[config.mk]
export PLATFORM = sky130hd
export DESIGN_NAME = cache_ctrl_regs
export DESIGN_NICKNAME = d
export VERILOG_FILES = /design/src/cache_ctrl_pkg.sv /design/src/cache_ctrl_regs.sv
export SDC_FILE = /design/constraint.sdc
export NUM_CORES = 1
export LEC_CHECK = 0
export BUFFER_PORTS_ARGS = -buffer_cell sky130_fd_sc_hd__buf_2
export CAP_MARGIN = 0
export CORE_MARGIN = 2
export CORE_UTILIZATION = 35
export CTS_CLUSTER_DIAMETER = 200
export DETAILED_ROUTE_END_ITERATION = 8
export PLACE_DENSITY = 0.65
export SYNTH_ARGS = -nofsm -noshare
export SYNTH_HDL_FRONTEND = slang
export SYNTH_SLANG_ARGS = --single-unit
[constraint.sdc]
create_clock -name clk_i -period 2.1 [get_ports clk_i]
set_clock_uncertainty 0.2 [all_clocks]
set_input_delay 0 -clock clk_i [delete_from_list [all_inputs] [get_ports clk_i]]
set_output_delay 0 -clock clk_i [all_outputs]
set_load 0.005 [all_outputs]
[src/cache_ctrl_pkg.sv]
// Overview of operation
// RQ1 - Non-secure enable write: decode error, no change
// RQ2 - Enable register readable by any access
// RQ3 - Enable change: lock, drain, update, respond
// RQ4 - Enable bit 0 resets 0, upper bits zero
// RQ5 - Non-secure aux write: decode error, no change
// RQ6 - Aux write while enabled: slave error
// RQ7 - Decode error outranks slave error
// RQ8 - Writers use secure access, preserve reserved bits
// RQ9 - Early response and zero-line bits reset 0
// RQ10 - Prefetch enable bits reset 0
// RQ11 - Bit 27 opens interrupt registers to non-secure
// RQ12 - Bit 26 opens lockdown writes to non-secure
// RQ13 - Bit 25 picks round-robin, resets 1
// RQ14 - Write allocate field, 11 acts as 00
// RQ15 - Bit 22 ignores shared attribute
// RQ16 - Parity and event bus enables reset 0
// RQ17 - Way size coding clamped, reset from strap
// RQ18 - Bit 16 selects 8 or 16 ways
// RQ19 - Shared invalidate only without override
// RQ20 - Bit 12 enables exclusive configuration
// RQ21 - Bit 11 keeps a store slot free
// RQ22 - Bit 10 gives device reads top priority
// RQ23 - Associativity resets from strap input
// RQ24 - Stall register accesses during enable drain
package cache_ctrl_pkg;

  localparam logic [7:0] CTRL_OFFSET = 8'h00;
  localparam logic [7:0] AUX_OFFSET  = 8'h04;

  localparam int ENABLE_BIT        = 0;
  localparam int AUX_ZERO_LINE     = 0;
  localparam int AUX_DEV_PRIO      = 10;
  localparam int AUX_SB_LIMIT      = 11;
  localparam int AUX_EXCLUSIVE     = 12;
  localparam int AUX_SHARED_INV    = 13;
  localparam int AUX_ASSOC         = 16;
  localparam int AUX_WAY_SIZE_STRAP_LO    = 17;
  localparam int AUX_WAY_SIZE_STRAP_HI    = 19;
  localparam int AUX_EVENT_BUS     = 20;
  localparam int AUX_PARITY        = 21;
  localparam int AUX_SHARED_OVR    = 22;
  localparam int AUX_WA_LO         = 23;
  localparam int AUX_WA_HI         = 24;
  localparam int AUX_ROUND_ROBIN   = 25;
  localparam int AUX_NS_LOCKDOWN   = 26;
  localparam int AUX_NS_INTERRUPT  = 27;
  localparam int AUX_DATA_PREFETCH = 28;
  localparam int AUX_INST_PREFETCH = 29;
  localparam int AUX_EARLY_RESP    = 30;

  // Writable aux bits; 31, 15:14 and 9:1 read as zero
  localparam logic [31:0] AUX_WRITE_MASK = 32'h7fff_3c01;
  // Fixed reset part; way size and associativity come from straps
  localparam logic [31:0] AUX_RESET_VAL  = 32'h0200_0000;
  localparam logic        CTRL_RESET_VAL = 1'b0;

  localparam logic [1:0] WA_ATTR   = 2'b00;
  localparam logic [1:0] WA_NEVER  = 2'b01;
  localparam logic [1:0] WA_ALWAYS = 2'b10;

  localparam logic [2:0] WAY_16KB  = 3'b001;
  localparam logic [2:0] WAY_512KB = 3'b110;

  localparam logic [1:0] RESP_OK     = 2'b00;
  localparam logic [1:0] RESP_SLVERR = 2'b10;
  localparam logic [1:0] RESP_DECERR = 2'b11;

  typedef enum logic [2:0] {
    ST_IDLE  = 3'b001,
    ST_DRAIN = 3'b010,
    ST_RESP  = 3'b100
  } drain_state_t;

endpackage

[src/cache_ctrl_regs.sv]
// Our own choices: the register addresses and register access over Wishbone.
`timescale 1ns/1ps
module cache_ctrl_regs
  import cache_ctrl_pkg::*;
(
  input  wire logic        clk_i,
  input  wire logic        rst_i,
  input  wire logic        cyc_i,
  input  wire logic        stb_i,
  input  wire logic        we_i,
  input  wire logic [7:0]  adr_i,
  input  wire logic [3:0]  sel_i,
  input  wire logic [31:0] dat_i,
  input  wire logic        nonsecure_access_i,
  output logic      [31:0] dat_o,
  output logic             ack_o,
  output logic             err_o,
  output logic      [1:0]  resp_o,
  input  wire logic [2:0]  way_size_strap_i,
  input  wire logic        assoc_strap_i,
  output logic             port_lock_o,
  output logic             sync_req_o,
  input  wire logic        sync_done_i,
  output logic             cache_enable_o,
  output logic             early_resp_en_o,
  output logic             inst_prefetch_en_o,
  output logic             data_prefetch_en_o,
  output logic             ns_int_access_o,
  output logic             ns_lockdown_en_o,
  output logic             round_robin_o,
  output logic      [1:0]  write_allocate_attr_o,
  output logic             shared_ovr_o,
  output logic             parity_en_o,
  output logic             event_bus_en_o,
  output logic      [2:0]  way_size_o,
  output logic             assoc16_o,
  output logic             shared_inv_o,
  output logic             exclusive_en_o,
  output logic             sb_dev_limit_o,
  output logic             dev_read_prio_o,
  output logic             zero_line_en_o
);

  ////////////////////////////////////////////////////////////////////////////
  // Decode

  function automatic logic [2:0] clamp_way(input logic [2:0] w);
    if (w < WAY_16KB) begin
      clamp_way = WAY_16KB;
    end else if (w > WAY_512KB) begin
      clamp_way = WAY_512KB;
    end else begin
      clamp_way = w;
    end
  endfunction

  drain_state_t state_q, state_d;
  logic         enable_q, enable_d;
  logic [31:0]  aux_q, aux_d;
  logic [31:0]  dat_q, dat_d;
  logic         ack_q, ack_d;
  logic [1:0]   resp_q, resp_d;
  logic         strap_load_q;

  wire req        = cyc_i && stb_i && !ack_q;
  wire hit_ctrl   = adr_i == CTRL_OFFSET;
  wire hit_aux    = adr_i == AUX_OFFSET;
  wire hit_any    = hit_ctrl || hit_aux;
  wire full_word  = sel_i == 4'hf;
  wire idle       = state_q == ST_IDLE;
  wire wr_ctrl    = req && idle && we_i && hit_ctrl;
  wire wr_aux     = req && idle && we_i && hit_aux;
  // Decode error first, slave error only for secure writes RQ7
  wire ns_reject  = nonsecure_access_i;
  wire aux_busy   = enable_q;
  // Secure full-word enable writes always run the drain, even with unchanged value
  wire ctrl_start = wr_ctrl && !ns_reject && full_word;
  wire aux_ok     = wr_aux && !ns_reject && !aux_busy && full_word;
  wire [31:0] rd_val = hit_ctrl ? {31'h0, enable_q} : // RQ2 RQ4
                       hit_aux  ? aux_q : 32'h0;

  ////////////////////////////////////////////////////////////////////////////
  // Access and drain sequencing

  always_comb begin
    state_d  = state_q;
    enable_d = enable_q;
    aux_d    = aux_q;
    dat_d    = dat_q;
    ack_d    = 1'b0;
    resp_d   = resp_q;
    unique case (state_q)
      ST_IDLE: begin
        if (ctrl_start) begin
          state_d = ST_DRAIN; // RQ3
        end else if (req) begin
          ack_d  = 1'b1;
          resp_d = RESP_OK;
          dat_d  = 32'h0;
          if (!we_i) begin
            dat_d = rd_val; // RQ2
          end else if (!hit_any) begin
            resp_d = RESP_DECERR;
          end else if (ns_reject) begin
            resp_d = RESP_DECERR; // RQ1 RQ5 RQ7
          end else if (hit_aux && aux_busy) begin
            resp_d = RESP_SLVERR; // RQ6
          end else if (!full_word) begin
            resp_d = RESP_SLVERR;
          end
          if (aux_ok) begin
            aux_d = dat_i & AUX_WRITE_MASK; // RQ8
          end
        end
      end
      ST_DRAIN: begin
        // Bus stays stalled here, so no other access can slip in RQ24
        if (sync_done_i) begin
          enable_d = dat_i[ENABLE_BIT]; // RQ3
          state_d  = ST_RESP;
        end
      end
      ST_RESP: begin
        ack_d   = 1'b1; // RQ3
        resp_d  = RESP_OK;
        dat_d   = 32'h0;
        state_d = ST_IDLE;
      end
    endcase
  end

  always_ff @(posedge clk_i) begin
    if (rst_i) begin
      state_q  <= ST_IDLE;
      enable_q <= CTRL_RESET_VAL; // RQ4
      dat_q    <= 32'h0;
      ack_q    <= 1'b0;
      resp_q   <= RESP_OK;
    end else begin
      state_q  <= state_d;
      enable_q <= enable_d;
      dat_q    <= dat_d;
      ack_q    <= ack_d;
      resp_q   <= resp_d;
    end
  end

  // Straps are sampled on the first clock after reset release
  always_ff @(posedge clk_i) begin
    if (rst_i) begin
      strap_load_q <= 1'b1;
      aux_q        <= AUX_RESET_VAL; // RQ9 RQ10 RQ13 RQ16
    end else begin
      strap_load_q <= 1'b0;
      if (strap_load_q) begin
        aux_q <= AUX_RESET_VAL
               | {12'h0, way_size_strap_i, 17'h0} // RQ17
               | {15'h0, assoc_strap_i, 16'h0}; // RQ23
      end else begin
        aux_q <= aux_d;
      end
    end
  end

  ////////////////////////////////////////////////////////////////////////////
  // Outputs

  assign dat_o  = dat_q;
  assign ack_o  = ack_q;
  assign resp_o = resp_q;
  assign err_o  = ack_q && (resp_q != RESP_OK);

  // Slave ports locked and sync requested for the whole drain RQ3
  assign port_lock_o = state_q != ST_IDLE;
  assign sync_req_o  = state_q == ST_DRAIN;

  assign cache_enable_o     = enable_q;
  assign early_resp_en_o    = aux_q[AUX_EARLY_RESP]; // RQ9
  assign zero_line_en_o     = aux_q[AUX_ZERO_LINE]; // RQ9
  assign inst_prefetch_en_o = aux_q[AUX_INST_PREFETCH]; // RQ10
  assign data_prefetch_en_o = aux_q[AUX_DATA_PREFETCH]; // RQ10
  assign ns_int_access_o    = aux_q[AUX_NS_INTERRUPT]; // RQ11
  assign ns_lockdown_en_o   = aux_q[AUX_NS_LOCKDOWN]; // RQ12
  assign round_robin_o      = aux_q[AUX_ROUND_ROBIN]; // RQ13
  // Reserved code folds onto attribute-driven allocation
  assign write_allocate_attr_o =
    (aux_q[AUX_WA_HI:AUX_WA_LO] == WA_NEVER)  ? WA_NEVER  :
    (aux_q[AUX_WA_HI:AUX_WA_LO] == WA_ALWAYS) ? WA_ALWAYS : WA_ATTR; // RQ14
  assign shared_ovr_o   = aux_q[AUX_SHARED_OVR]; // RQ15
  assign parity_en_o    = aux_q[AUX_PARITY]; // RQ16
  assign event_bus_en_o = aux_q[AUX_EVENT_BUS]; // RQ16
  assign way_size_o     =
    clamp_way(aux_q[AUX_WAY_SIZE_STRAP_HI:AUX_WAY_SIZE_STRAP_LO]); // RQ17
  assign assoc16_o      = aux_q[AUX_ASSOC]; // RQ18
  assign shared_inv_o   = aux_q[AUX_SHARED_INV]
                          && !aux_q[AUX_SHARED_OVR]; // RQ19
  assign exclusive_en_o  = aux_q[AUX_EXCLUSIVE]; // RQ20
  assign sb_dev_limit_o  = aux_q[AUX_SB_LIMIT]; // RQ21
  assign dev_read_prio_o = aux_q[AUX_DEV_PRIO]; // RQ22

endmodule

Word-level counts from Yosys, hierarchy flattened

Index checks and enable logic that the tools add are counted.

Logic and storage cells: 82
Bits of input ports: 55
Output and inout port bits: 59
Register bits: 72

Order comparisons: 2
Multiplexer cells: 30
Equality and inequality tests: 13
Reduce and logical (&&, ||, !) cells: 29
Bitwise operators: 1

Operators by type and width:

| cell                                                | number |
|---|---|
| two-way mux 32 bit                                  | 10 |
| case mux 32 bit (2 select lines)                    | 1 |
| OR 26 x 17 -> 26 bit                                | 1 |
| two-way mux 2 bit                                   | 9 |
| logical AND 1 bit                                   | 14 |
| two-way mux 3 bit                                   | 4 |
| nonzero test 2 bit                                  | 5 |
| case mux 3 bit (3 select lines)                     | 1 |
| == test 8 x 3 -> 1 bit (second input constant)      | 1 |
| zero test 8 bit                                     | 1 |
| != test 2 bit (second input constant)               | 3 |
| == test 4 bit (second input constant)               | 1 |
| zero test 1 bit                                     | 4 |
| != test 2 x 1 -> 1 bit (second input constant)      | 2 |
| case mux 2 bit (2 select lines)                     | 1 |
| AND reduction 2 bit                                 | 2 |
| AND reduction 4 bit                                 | 1 |
| == test 3 x 1 -> 1 bit (second input constant)      | 1 |
| == test 3 x 2 -> 1 bit (second input constant)      | 1 |
| == test 3 bit (second input constant)               | 1 |
| > comparator 3 bit (second input constant)          | 1 |
| < comparator 3 x 1 -> 1 bit (second input constant) | 1 |
| two-way mux 1 bit                                   | 3 |
| != test 3 x 1 -> 1 bit (second input constant)      | 1 |
| other kinds (5)                                     | 5 |

Logic depth before layout (Yosys ltp)

Gate-level depths: netlist of the first run.

Word-level depth: 13
Mapped depth: 6
Gate-level depth less buffers: 4

Worst setup path before layout of the first run

Ideal clock, no wire load.

Kind: reg-to-reg
Start: register state_q[2]
End: register dat_q[20], in the netlist dat_o[20]
Buffers on the path: 2
Required time: 1.843 ns
Stages on the path, launching flop included: 7
Period minus slack after synthesis: 1.744 ns
Data arrival time: 1.487 ns
Slack: 0.356 ns
Setup time: 0.057 ns
Cells stage by stage: dfxtp_1 -> nor3b_1 -> or2_1 -> buf_2 -> nor4_4 -> buf_6 -> a22o_2

Cells in the longest elaborated chain, start to end: 8
Elaborated cells on any way between the ends: 12
Those cells by class: eq/ne: 4; mux: 1; reduce/logical: 7

RTL lines:

| item                                 | RTL line                                     | source |
|---|---|---|
| from (decl)                          | cache_ctrl_regs.sv:57                        | `drain_state_t state_q, state_d;` |
| from (signal assigned)               | cache_ctrl_regs.sv:140                       | `state_q <= state_d;` |
| == test 3 x 1 -> 1 bit               | cache_ctrl_regs.sv:70, cache_ctrl_regs.sv:92 |  |
| logical AND 1 bit (3 in series)      | cache_ctrl_regs.sv:71                        | `wire wr_ctrl = req && idle && we_i && hit_ctrl;` |
| logical AND 1 bit (2 in series)      | cache_ctrl_regs.sv:77                        | `wire ctrl_start = wr_ctrl && !ns_reject && full_word;` |
| != test 2 bit (no source line)       | -                                            |  |
| AND reduction 3 bit (no source line) | -                                            |  |
| to (signal assigned)                 | cache_ctrl_regs.sv:142                       | `dat_q <= dat_d;` |
| to (decl)                            | cache_ctrl_regs.sv:60                        | `logic [31:0] dat_q, dat_d;` |

Parallel ways exist; a longest one is shown, timed or not.
A chain may end at the register's enable or synchronous reset.

Worst setup path in the final report of the first run

Start: input port adr_i[0]
End: register aux_q[29]

Cells in the longest elaborated chain, start to end: 7
Elaborated cells on any way between the ends: 12
Those cells by class: eq/ne: 2; reduce/logical: 10

RTL lines:

| item                                   | RTL line               | source |
|---|---|---|
| from (decl)                            | cache_ctrl_regs.sv:11  | `input wire logic [7:0] adr_i,` |
| == test 8 x 3 -> 1 bit                 | cache_ctrl_regs.sv:67  | `wire hit_aux = adr_i == AUX_OFFSET;` |
| logical AND 1 bit                      | cache_ctrl_regs.sv:72  | `wire wr_aux = req && idle && we_i && hit_aux;` |
| logical AND 1 bit (3 in series)        | cache_ctrl_regs.sv:78  | `wire aux_ok = wr_aux && !ns_reject && !aux_busy && full_word;` |
| nonzero test 2 bit (no source line)    | -                      |  |
| AND reduction 4 bit (no source line) * | -                      |  |
| to (signal assigned)                   | cache_ctrl_regs.sv:156 | `aux_q <= AUX_RESET_VAL` |
| to (signal assigned)                   | cache_ctrl_regs.sv:160 | `aux_q <= aux_d;` |
| to (decl)                              | cache_ctrl_regs.sv:59  | `logic [31:0] aux_q, aux_d;` |

Mark *: on every way between the ends. The rest lies on a longest branch, timed or not.

==> results_dict.tcl, run 1 <==
set metrics [dict create \
    arrival_ns 1.97 \
    end_kind "flop" \
    final_cell_mix "buf_2 (89), dfxtp_1 (48), dlygate4sd3_1 (35)" \
    dr.pass1.iters 4 \
    finalSetupTns_ns 0 \
    grt.overflow.total 0 \
    num_antenna_cells 0 \
    clk_path_buf_depth 2 \
    status "finished, violations left" \
    hp-start "adr_i[1]" \
    ctsHoldBuffers 35 \
    cts_root_buf "clkbuf_8" \
    drv_cap 0 \
    ant_nets 0 \
    synth_area_per_cell_um2 9.52 \
    final_max_slew_viol_count 0 \
    critPathKind "input port to flop" \
    drt_iter0_drc 116 \
    power.leakage_nw 1.39 \
    ios 114 \
    cts_tree "done" \
    port_buffers 89 \
    timing.rr.start "state_q[2]$_SDFFE_PP0P_" \
    final_common_cell "buf_2" \
    cts_made_buffers 5 \
    grt.total_usage_pct 17.9 \
    seq_area_frac_synth_pct 45.7 \
    final_cells 419 \
    viasPerCell 5.13 \
    fin_crit_sh_pct 92.4 \
    rsz0062_at_grt "false" \
    detailroute.via_count 2149 \
    grt_pass1_wl_um 9280 \
    postSynthCellCount 221 \
    flow.area_growth_from_synthesis_pct 48.2 \
    fp.dieH_um 81.5 \
    grt_pass1_vias 2003 \
    drt_wl_total_um 6090 \
    period_needed_ns 1.94 \
    start_util_pct 36.0 \
    place_inst 374 \
    grt_max_degree 21 \
    ys_seq_elements 48 \
    wl_per_cell_um 14.5 \
    grt_antenna_before_repair 0 \
    violations "hold timing" \
    fin_nets 398 \
    drive_above_1_share_pct 36.9 \
    max_freq_mhz 515 \
    dpl.hpwl_um 3970 \
    clkSlewWorstSetupHoldPaths_ns 0.09 \
    clk_latency_ns 0.30 \
    row_count 28 \
    crit_path_start_kind "input port" \
    ys_types 45 \
    ir_drop_v 0.000425 \
    ys.warnings.count 0 \
    drc 0 \
    min_path_type "input port to flop" \
    power-per-cell-area_nw_per_um2 672 \
    ctsHtreeMaxLevel 2 \
    hold_viol_final 1 \
    coreArea_um2 5850 \
    crit_start "adr_i[0]" \
    cts.sinks 48 \
    place_congestion 0.789 \
    netlist_area_um2 2100 \
    holdWs_ns -0.0321 \
    path_max_fanout 17 \
    setup_violations 0 \
    required_ns 2.13 \
    fillCellCount 530 \
    die_w_um 81.5 \
    die_area_um2 6650 \
]
-- state kept, by name, summed over array words and instances, names as in the netlist --
signal,flops
resp_o,2
state_q,3
strap_load_q,1
ack_o,1
dat_o,20
cache_enable_o,1
aux_q,20
-- area by class of cell --
cell class | instances | area (um^2) | area share (%)
timing repair buffer | 135 | 903 | 29.0
multi-input combinational | 150 | 991 | 31.8
inverter | 3 | 11.3 | 0.361
clock inverter | 3 | 90.1 | 2.89
tap | 75 | 93.8 | 3.01
clock buffer | 5 | 68.8 | 2.21
sequential | 48 | 961 | 30.8
-- repair_timing --
item	in CTS	in global routing
endpoints found under the setup margin	19	19
gates resized for setup	0	0
pin swaps	1	1
endpoints found under the hold margin	29	1
buffers inserted	1	1
-- per-stage QoR --
step | hold slack (ns) | utilization [%] | setup slack, ns | cell area (um^2) | total power, W
after floorplan | -0.172 | - | 0.356 | 2150 | 0.00108
after global placement | 0.0760 | 43.9 | -0.00179 | 2570 | 0.00115
after detailed placement | 0.0868 | 43.9 | -0.124 | 2570 | 0.00115
after CTS | -0.0423 | 53.0 | 0.0155 | 3100 | 0.00210
after global routing | -0.0128 | 53.3 | 0.00934 | 3120 | 0.00217
final | -0.0321 | 53.3 | 0.160 | 3120 | 0.00210
-- where the power goes --
part	leakage (nW)	total, W	internal [W]	switching (W)
Combinational	0.919	0.000249	0.000130	0.000118
Clock	0.0784	0.000909	0.000595	0.000314
Sequential	0.389	0.000939	0.000925	0.0000147
-- path summary, 6_finish.rpt --
check	cells past startpoint	to	slack [ns]
max reg2reg	6	dat_o[28]$_SDFFE_PP0P_	0.21
min	5	dat_o[0]$_SDFFE_PP0P_	-0.03
min reg2reg	1	dat_o[11]$_SDFFE_PP0P_	0.28
max	7	aux_q[29]$_SDFFE_PP0P_	0.16
-- logic make-up (layout without fill, tap and decap cells) --
family / count (synthesis) / count (layout) / share of synthesized area (%)
flops: 48 / 48 / 45.7
buf+inv: 34 / 146 / 9.21
simple gates: 63 / 63 / 20.6
compound gates: 73 / 73 / 23.5
xor+xnor: 1 / 1 / 0.416
mux: 1 / 1 / 0.476
other cells: 1 / 12 / 0.178
-- cell usage after synthesis (all sizes together) --
cell | instances | area (um^2)
a21boi | 1 | 7.51
a211oi | 1 | 7.51
and3b | 3 | 26.3
a22o | 19 | 179
nand4b | 1 | 8.76
nor3 | 2 | 15.0
a311oi | 4 | 35.0
dfxtp | 48 | 961
and2 | 2 | 12.5
nand2b | 1 | 6.26
o21ai | 23 | 115
and3 | 1 | 6.26
nor3b | 3 | 33.8
nor2 | 7 | 26.3
nor4 | 2 | 42.5
nand3 | 2 | 10.0
conb | 1 | 3.75
inv | 3 | 11.3
or4 | 1 | 7.51
clkbuf | 12 | 46.3
or3 | 1 | 6.26
or2 | 2 | 12.5
xnor2 | 1 | 8.76
nor2b | 3 | 18.8
nand2 | 7 | 28.8
o2111ai | 1 | 8.76
and4 | 2 | 20.0
mux2i | 1 | 10.0
and4b | 2 | 20.0
a21oi | 20 | 111
o21bai | 1 | 7.51
nand4 | 21 | 131
o21a | 1 | 7.51
a21o | 2 | 15.0
buf | 19 | 136
-- layer usage --
metal,wire [um],track usage (%),part of all wire [%]
met1,2700,22.5,44
met2,2990,31.1,49
met3,320,2.86,5.3
met4,77,5.59,1.3
met5,0,0,0
-- critical path, cell delays in order --
cell and delay [ns]:
dlygate4sd3_1 0.53, buf_2 0.12, nor3_2 0.29, and4_2 0.55, buf_4 0.20, nand4_1 0.10
a21oi_1 0.18
No activity file was read; power rests on OpenSTA's default activity.
==> run 2, diff against run 1 <==
--- a/config.mk
+++ b/config.mk
@@ -8,10 +8,10 @@
 export BUFFER_PORTS_ARGS = -buffer_cell sky130_fd_sc_hd__buf_2
 export CAP_MARGIN = 0
 export CORE_MARGIN = 2
-export CORE_UTILIZATION = 35
+export CORE_UTILIZATION = 44
 export CTS_CLUSTER_DIAMETER = 200
 export DETAILED_ROUTE_END_ITERATION = 8
-export PLACE_DENSITY = 0.65
+export PLACE_DENSITY = 0.79
 export SYNTH_ARGS = -nofsm -noshare
 export SYNTH_HDL_FRONTEND = slang
 export SYNTH_SLANG_ARGS = --single-unit
==> run 2 against run 1 <==
The flow now finishes without violations; hold slack gained 0.049 ns; final cell count shrank 5.5%; sequential power is essentially flat; maximum frequency shrank 0.28%; utilization grew 11 points; critical path type unchanged; critical endpoint is now aux_q[18]$_SDFFE_PP0P_; largest cell class unchanged.
==> results_dict.tcl, run 2 (same netlist as run 1, synthesis figures left out) <==
set metrics [dict create \
    final_common_cell "buf_2" \
    die_area_um2 5350 \
    drive_above_1_share_pct 36.5 \
    num_antenna_cells 0 \
    die_w_um 73.2 \
    fin_crit_sh_pct 92.6 \
    period_needed_ns 1.95 \
    cts_tree "done" \
    ctsHtreeMaxLevel 2 \
    crit_path_start_kind "input port" \
    power.leakage_nw 1.34 \
    fin_nets 396 \
    start_util_pct 45.2 \
    path_max_fanout 20 \
    coreArea_um2 4660 \
    grt_pass1_wl_um 9400 \
    grt_max_degree 21 \
    final_max_slew_viol_count 0 \
    wl_per_cell_um 15.2 \
    detailroute.via_count 2183 \
    grt_pass1_vias 1952 \
    critPathKind "input port to flop" \
    cts.sinks 48 \
    drc 0 \
    drt_wl_total_um 6030 \
    dpl.hpwl_um 3720 \
    ir_drop_v 0.000306 \
    final_cells 396 \
    power-per-cell-area_nw_per_um2 580 \
    row_count 25 \
    max_freq_mhz 514 \
    dr.pass1.iters 5 \
    final_cell_mix "buf_2 (89), dfxtp_1 (48), dlygate4sd3_1 (36)" \
    grt_antenna_before_repair 0 \
    clkSlewWorstSetupHoldPaths_ns 0.09 \
    hold_viol_final 0 \
    drv_cap 0 \
    viasPerCell 5.51 \
    cts_root_buf "clkbuf_8" \
    port_buffers 89 \
    cts_made_buffers 5 \
    clk_path_buf_depth 2 \
    status "finished clean" \
    power.total_w 0.00175 \
    end_kind "flop" \
    grt.overflow.total 0 \
    rsz0062_at_grt "false" \
    ios 114 \
    min_path_type "input port to flop" \
    place_inst 350 \
    clk_latency_ns 0.30 \
    required_ns 2.11 \
    arrival_ns 1.95 \
    fp.dieH_um 73.2 \
    place_congestion 0.835 \
    flow.area_growth_from_synthesis_pct 43.3 \
    grt.total_usage_pct 22.9 \
    setup_violations 0 \
    ant_nets 0 \
    finalSetupTns_ns 0 \
    drt_iter0_drc 226 \
]
==> run 2: cell count changes in the layout (fill, tap and decap cells not counted), sizes merged <==
cell and delta:
clkinv +1, clkinvlp +2, bufinv -3, dlygate4sd3 +1
buf -3
==> run 2: path summary, 6_finish.rpt <==
path | from | endpoint | cells after the start | slack, ns
max reg2reg | state_q[0]$_SDFFE_PP1P_ | aux_q[20]$_SDFFE_PP0P_ | 6 | 0.19
max | adr_i[4] | aux_q[18]$_SDFFE_PP0P_ | 6 | 0.15
min | we_i | aux_q[12]$_SDFFE_PP0P_ | 4 | 0.02
min reg2reg | dat_o[16]$_SDFFE_PP0P_ | dat_o[16]$_SDFFE_PP0P_ | 1 | 0.28
==> run 2: cell type report <==
type / count / area (um^2)
timing repair buffer: 133 / 891
sequential: 48 / 961
tap: 54 / 67.6
inverter: 3 / 11.3
clock inverter: 3 / 23.8
multi-input combinational: 150 / 993
clock buffer: 5 / 68.8
fill: 391 / 1640
==> run 2: what timing repair did <==
item / in CTS / in global routing
endpoints found under the setup margin: 19 / 29
setup buffers: 1 / 1
pin swaps: 1 / 1
hold buffers: 33 / 3
endpoints found under the hold margin: 29 / 1
gates resized for setup: 0 / 2
==> run 2: stage by stage <==
step	instance area (um^2)	utilization (%)	hold slack, ns	setup slack, ns
after global placement	2520	54.1	0.0547	0.0526
after global routing	3020	64.7	0.0267	0.0490
final	3020	64.7	0.0166	0.155
after detailed placement	2520	54.1	0.0609	-0.0954
after CTS	2960	63.6	-0.0432	0.0431
after floorplan	2150	-	-0.172	0.356
==> run 2: critical path: stages <==
cell and delay, ns:
dlygate4sd3_1 0.53, buf_2 0.13, nor4_4 0.37, and4_4 0.44, nand4_1 0.15, a311oi_1 0.32
==> run 2: report_power, final <==
| group | internal, W | total (W) | leakage, nW | switching [W] |
|---|---|---|---|---|
| clock network | 0.000236 | 0.000559 | 0.0404 | 0.000323 |
| logic | 0.000131 | 0.000253 | 0.908 | 0.000121 |
| registers | 0.000925 | 0.000939 | 0.389 | 0.0000147 |
| total | 0.00129 | 0.00175 | 1.34 | 0.000459 |
==> run 2: metal layers <==
metal | vias up | part of all wire [%] | global-route usage (%)
met4 | 0 | 2.7 | 10.1
met1 | 1011 | 39 | 27.2
li1 | 1037 | - | -
met3 | 20 | 7.2 | 4.83
met2 | 115 | 51 | 39.5
met5 | - | 0 | 0
==> run 3, diff against run 2 <==
--- a/config.mk
+++ b/config.mk
@@ -11,6 +11,7 @@
 export CORE_UTILIZATION = 44
 export CTS_CLUSTER_DIAMETER = 200
 export DETAILED_ROUTE_END_ITERATION = 8
+export GPL_ROUTABILITY_DRIVEN = 0
 export PLACE_DENSITY = 0.79
 export SYNTH_ARGS = -nofsm -noshare
 export SYNTH_HDL_FRONTEND = slang
==> constraint.sdc (replaced) <==
create_clock -name clk_i -period 2.1 [get_ports clk_i]
set_clock_uncertainty 0.2 [all_clocks]
set_input_delay 0.105 -clock clk_i [delete_from_list [all_inputs] [get_ports clk_i]]
set_output_delay 0.105 -clock clk_i [all_outputs]
set_load 0.005 [all_outputs]
==> run 3 against run 2 <==
Via count fell by 0.64%; register-to-register slack about the same; global-route usage fell by 0.61 points; clock power is 2% higher; design area is 2.7% lower; utilization fell by 1.7 points; combinational power decreased by 8.7%; sequential cell count unchanged; critical endpoint is now dat_o[29]$_SDFFE_PP0P_.
==> results_dict.tcl, run 3 (same netlist as run 1, synthesis figures left out) <==
set metrics [dict create \
    status "finished clean" \
    cpMaxStageDelayCell "a21oi_4" \
    r2r_cells 5 \
    finalSetupTns_ns 0 \
    dpl.hpwl_um 3650 \
    cp.depth 5 \
    hold-path-endpoint "resp_o[0]$_SDFFE_PP0P_" \
    cts.sinks 48 \
    drt_wl_total_um 5850 \
    start_util_pct 45.2 \
    clk_path_buf_depth 2 \
    grt_pass1_wl_um 9340 \
    r2r-end "dat_o[29]$_SDFFE_PP0P_" \
    coreArea_um2 4660 \
    crit_path_start_kind "flop" \
    grt.overflow.total 0 \
    required_ns 2.15 \
    cp_top_family "compound AO/OA/AOI/OAI gates" \
    wl_per_cell_um 15.0 \
    cts_tree "done" \
    cts_root_buf "clkbuf_8" \
    drt_iter0_drc 179 \
    drc 0 \
    detailroute.via_count 2169 \
    viasPerCell 5.55 \
    arrival_ns 1.96 \
    hold_viol_final 0 \
    ir_drop_v 0.000336 \
    final_common_cell "buf_2" \
    fp.dieH_um 73.2 \
    fin_nets 391 \
    cts_made_buffers 5 \
    fin_crit_sh_pct 91.0 \
    period_needed_ns 1.91 \
    port_buffers 89 \
    grt.total_usage_pct 22.3 \
    combPwrFrac_pct 13.2 \
    grt_antenna_before_repair 0 \
    max_freq_mhz 523 \
    ctsHtreeMaxLevel 2 \
    timing.rr.start "state_q[2]$_SDFFE_PP0P_" \
    grt_max_degree 21 \
    power.total_w 0.00174 \
    ios 114 \
    rsz0062_at_grt "false" \
    hp-start "nonsecure_access_i" \
    p_int_w 0.00131 \
    path_max_fanout 19 \
    clk_latency_ns 0.30 \
    final_max_slew_viol_count 0 \
    clkPwrFrac_pct 32.7 \
    cp_slowest_stage_delay_ns 0.44 \
    crit_chain "nor3b_1, or2_1, buf_4, a21oi_4, a22o_2" \
    die_w_um 73.2 \
    finish.utilization_pct 63.0 \
    drive_above_1_share_pct 37.7 \
    critPathKind "flop to flop" \
    flow.area_growth_from_synthesis_pct 39.5 \
    path_buf_inv 1 \
    die_area_um2 5350 \
    final_cell_mix "buf_2 (89), dfxtp_1 (48), dlygate4sd3_1 (28)" \
    setup_violations 0 \
    maxSlewHeadroom_pct 63.4 \
    netSwitchingFraction_pct 24.9 \
    dr.pass1.iters 4 \
    rrSetupSlack_ns 0.19 \
    p_sw_w 0.000433 \
    clkSlewWorstSetupHoldPaths_ns 0.08 \
    ant_nets 0 \
    worst_pin_slew_ns 0.548 \
    drv_cap 0 \
    grt_pass1_vias 2026 \
    min_path_type "input port to flop" \
    pwr-share-seq_pct 54.0 \
    row_count 25 \
    num_antenna_cells 0 \
    hold_path_depth 3 \
    power-per-cell-area_nw_per_um2 592 \
    power.leakage_nw 1.32 \
    end_kind "flop" \
]
==> run 3: cell count changes in the layout (fill, tap and decap cells not counted), sizes merged <==
| cell | delta |
|---|---|
| buf | +3 |
| clkbuf | +1 |
| clkinv | -1 |
| dlygate4sd3 | -8 |
==> run 3: how the worst max path moves through the flow <==
| stage | end | from | slack, ns |
|---|---|---|---|
| final | dat_o[29]$_SDFFE_PP0P_ | state_q[2]$_SDFFE_PP0P_ | 0.19 |
| after global routing | dat_o[24]$_SDFFE_PP0P_ | state_q[2]$_SDFFE_PP0P_ | 0.06 |
| after CTS | dat_o[29]$_SDFFE_PP0P_ | state_q[2]$_SDFFE_PP0P_ | 0.16 |
| after detailed placement | dat_o[21]$_SDFFE_PP0P_ | adr_i[4] | -0.10 |
| after global placement | dat_o[22]$_SDFFE_PP0P_ | adr_i[4] | -0.06 |
| after floorplan | dat_o[20]$_SDFFE_PP0P_ | state_q[2]$_SDFFE_PP0P_ | 0.36 |
==> run 3: area by class of cell <==
class	count	area (um^2)
Fill cell	387	1720
Multi-Input combinational cell	150	991
Sequential cell	48	961
Timing Repair Buffer	128	808
Clock buffer	6	82.6
Tap cell	54	67.6
Clock inverter	2	15.0
Inverter	3	11.3
==> run 3: tightest hold or removal path: cells and delay by family <==
kind,cells,cell delay (ns)
AO/OA/AOI/OAI,2,0.27
buffers and inverters,1,0.09
==> run 3: through the flow <==
step | cell area (um^2) | setup WS (ns) | cells | hold slack [ns]
final | 2940 | 0.189 | 391 | 0.00623
after global placement | 2540 | -0.0609 | 353 | 0.178
after global routing | 2940 | 0.0596 | 391 | 0.0345
after floorplan | 2150 | 0.356 | 232 | -0.0673
after detailed placement | 2540 | -0.101 | 353 | 0.185
after CTS | 2940 | 0.158 | 391 | 0.0139
==> run 3: repair_timing <==
| action | in CTS | in global routing |
|---|---|---|
| buffers inserted | 2 | 0 |
| resized for setup | 0 | 0 |
| endpoints found under the hold margin | 26 | 0 |
| hold buffers | 28 | 0 |
| endpoints found under the setup margin | 19 | 0 |
==> run 3: power groups by stage <==
stage / clock network (W) / registers [W] / logic [W]
2_1_floorplan: 0 / 0.000958 / 0.000118
3_5_place_dp: 0 / 0.000961 / 0.000185
4_1_cts: 0.000573 / 0.000939 / 0.000224
6_report: 0.000570 / 0.000940 / 0.000231
3_3_place_gp: 0 / 0.000960 / 0.000183
5_1_grt: 0.000619 / 0.000942 / 0.000249
==> run 3: metal layers <==
metal | up-vias | global-route usage, % | share of wire, %
met5 | - | 0 | 0
met4 | 0 | 12.8 | 4.2
met3 | 26 | 5.11 | 6.6
met2 | 123 | 36.1 | 49
met1 | 991 | 27.1 | 40
li1 | 1029 | - | -
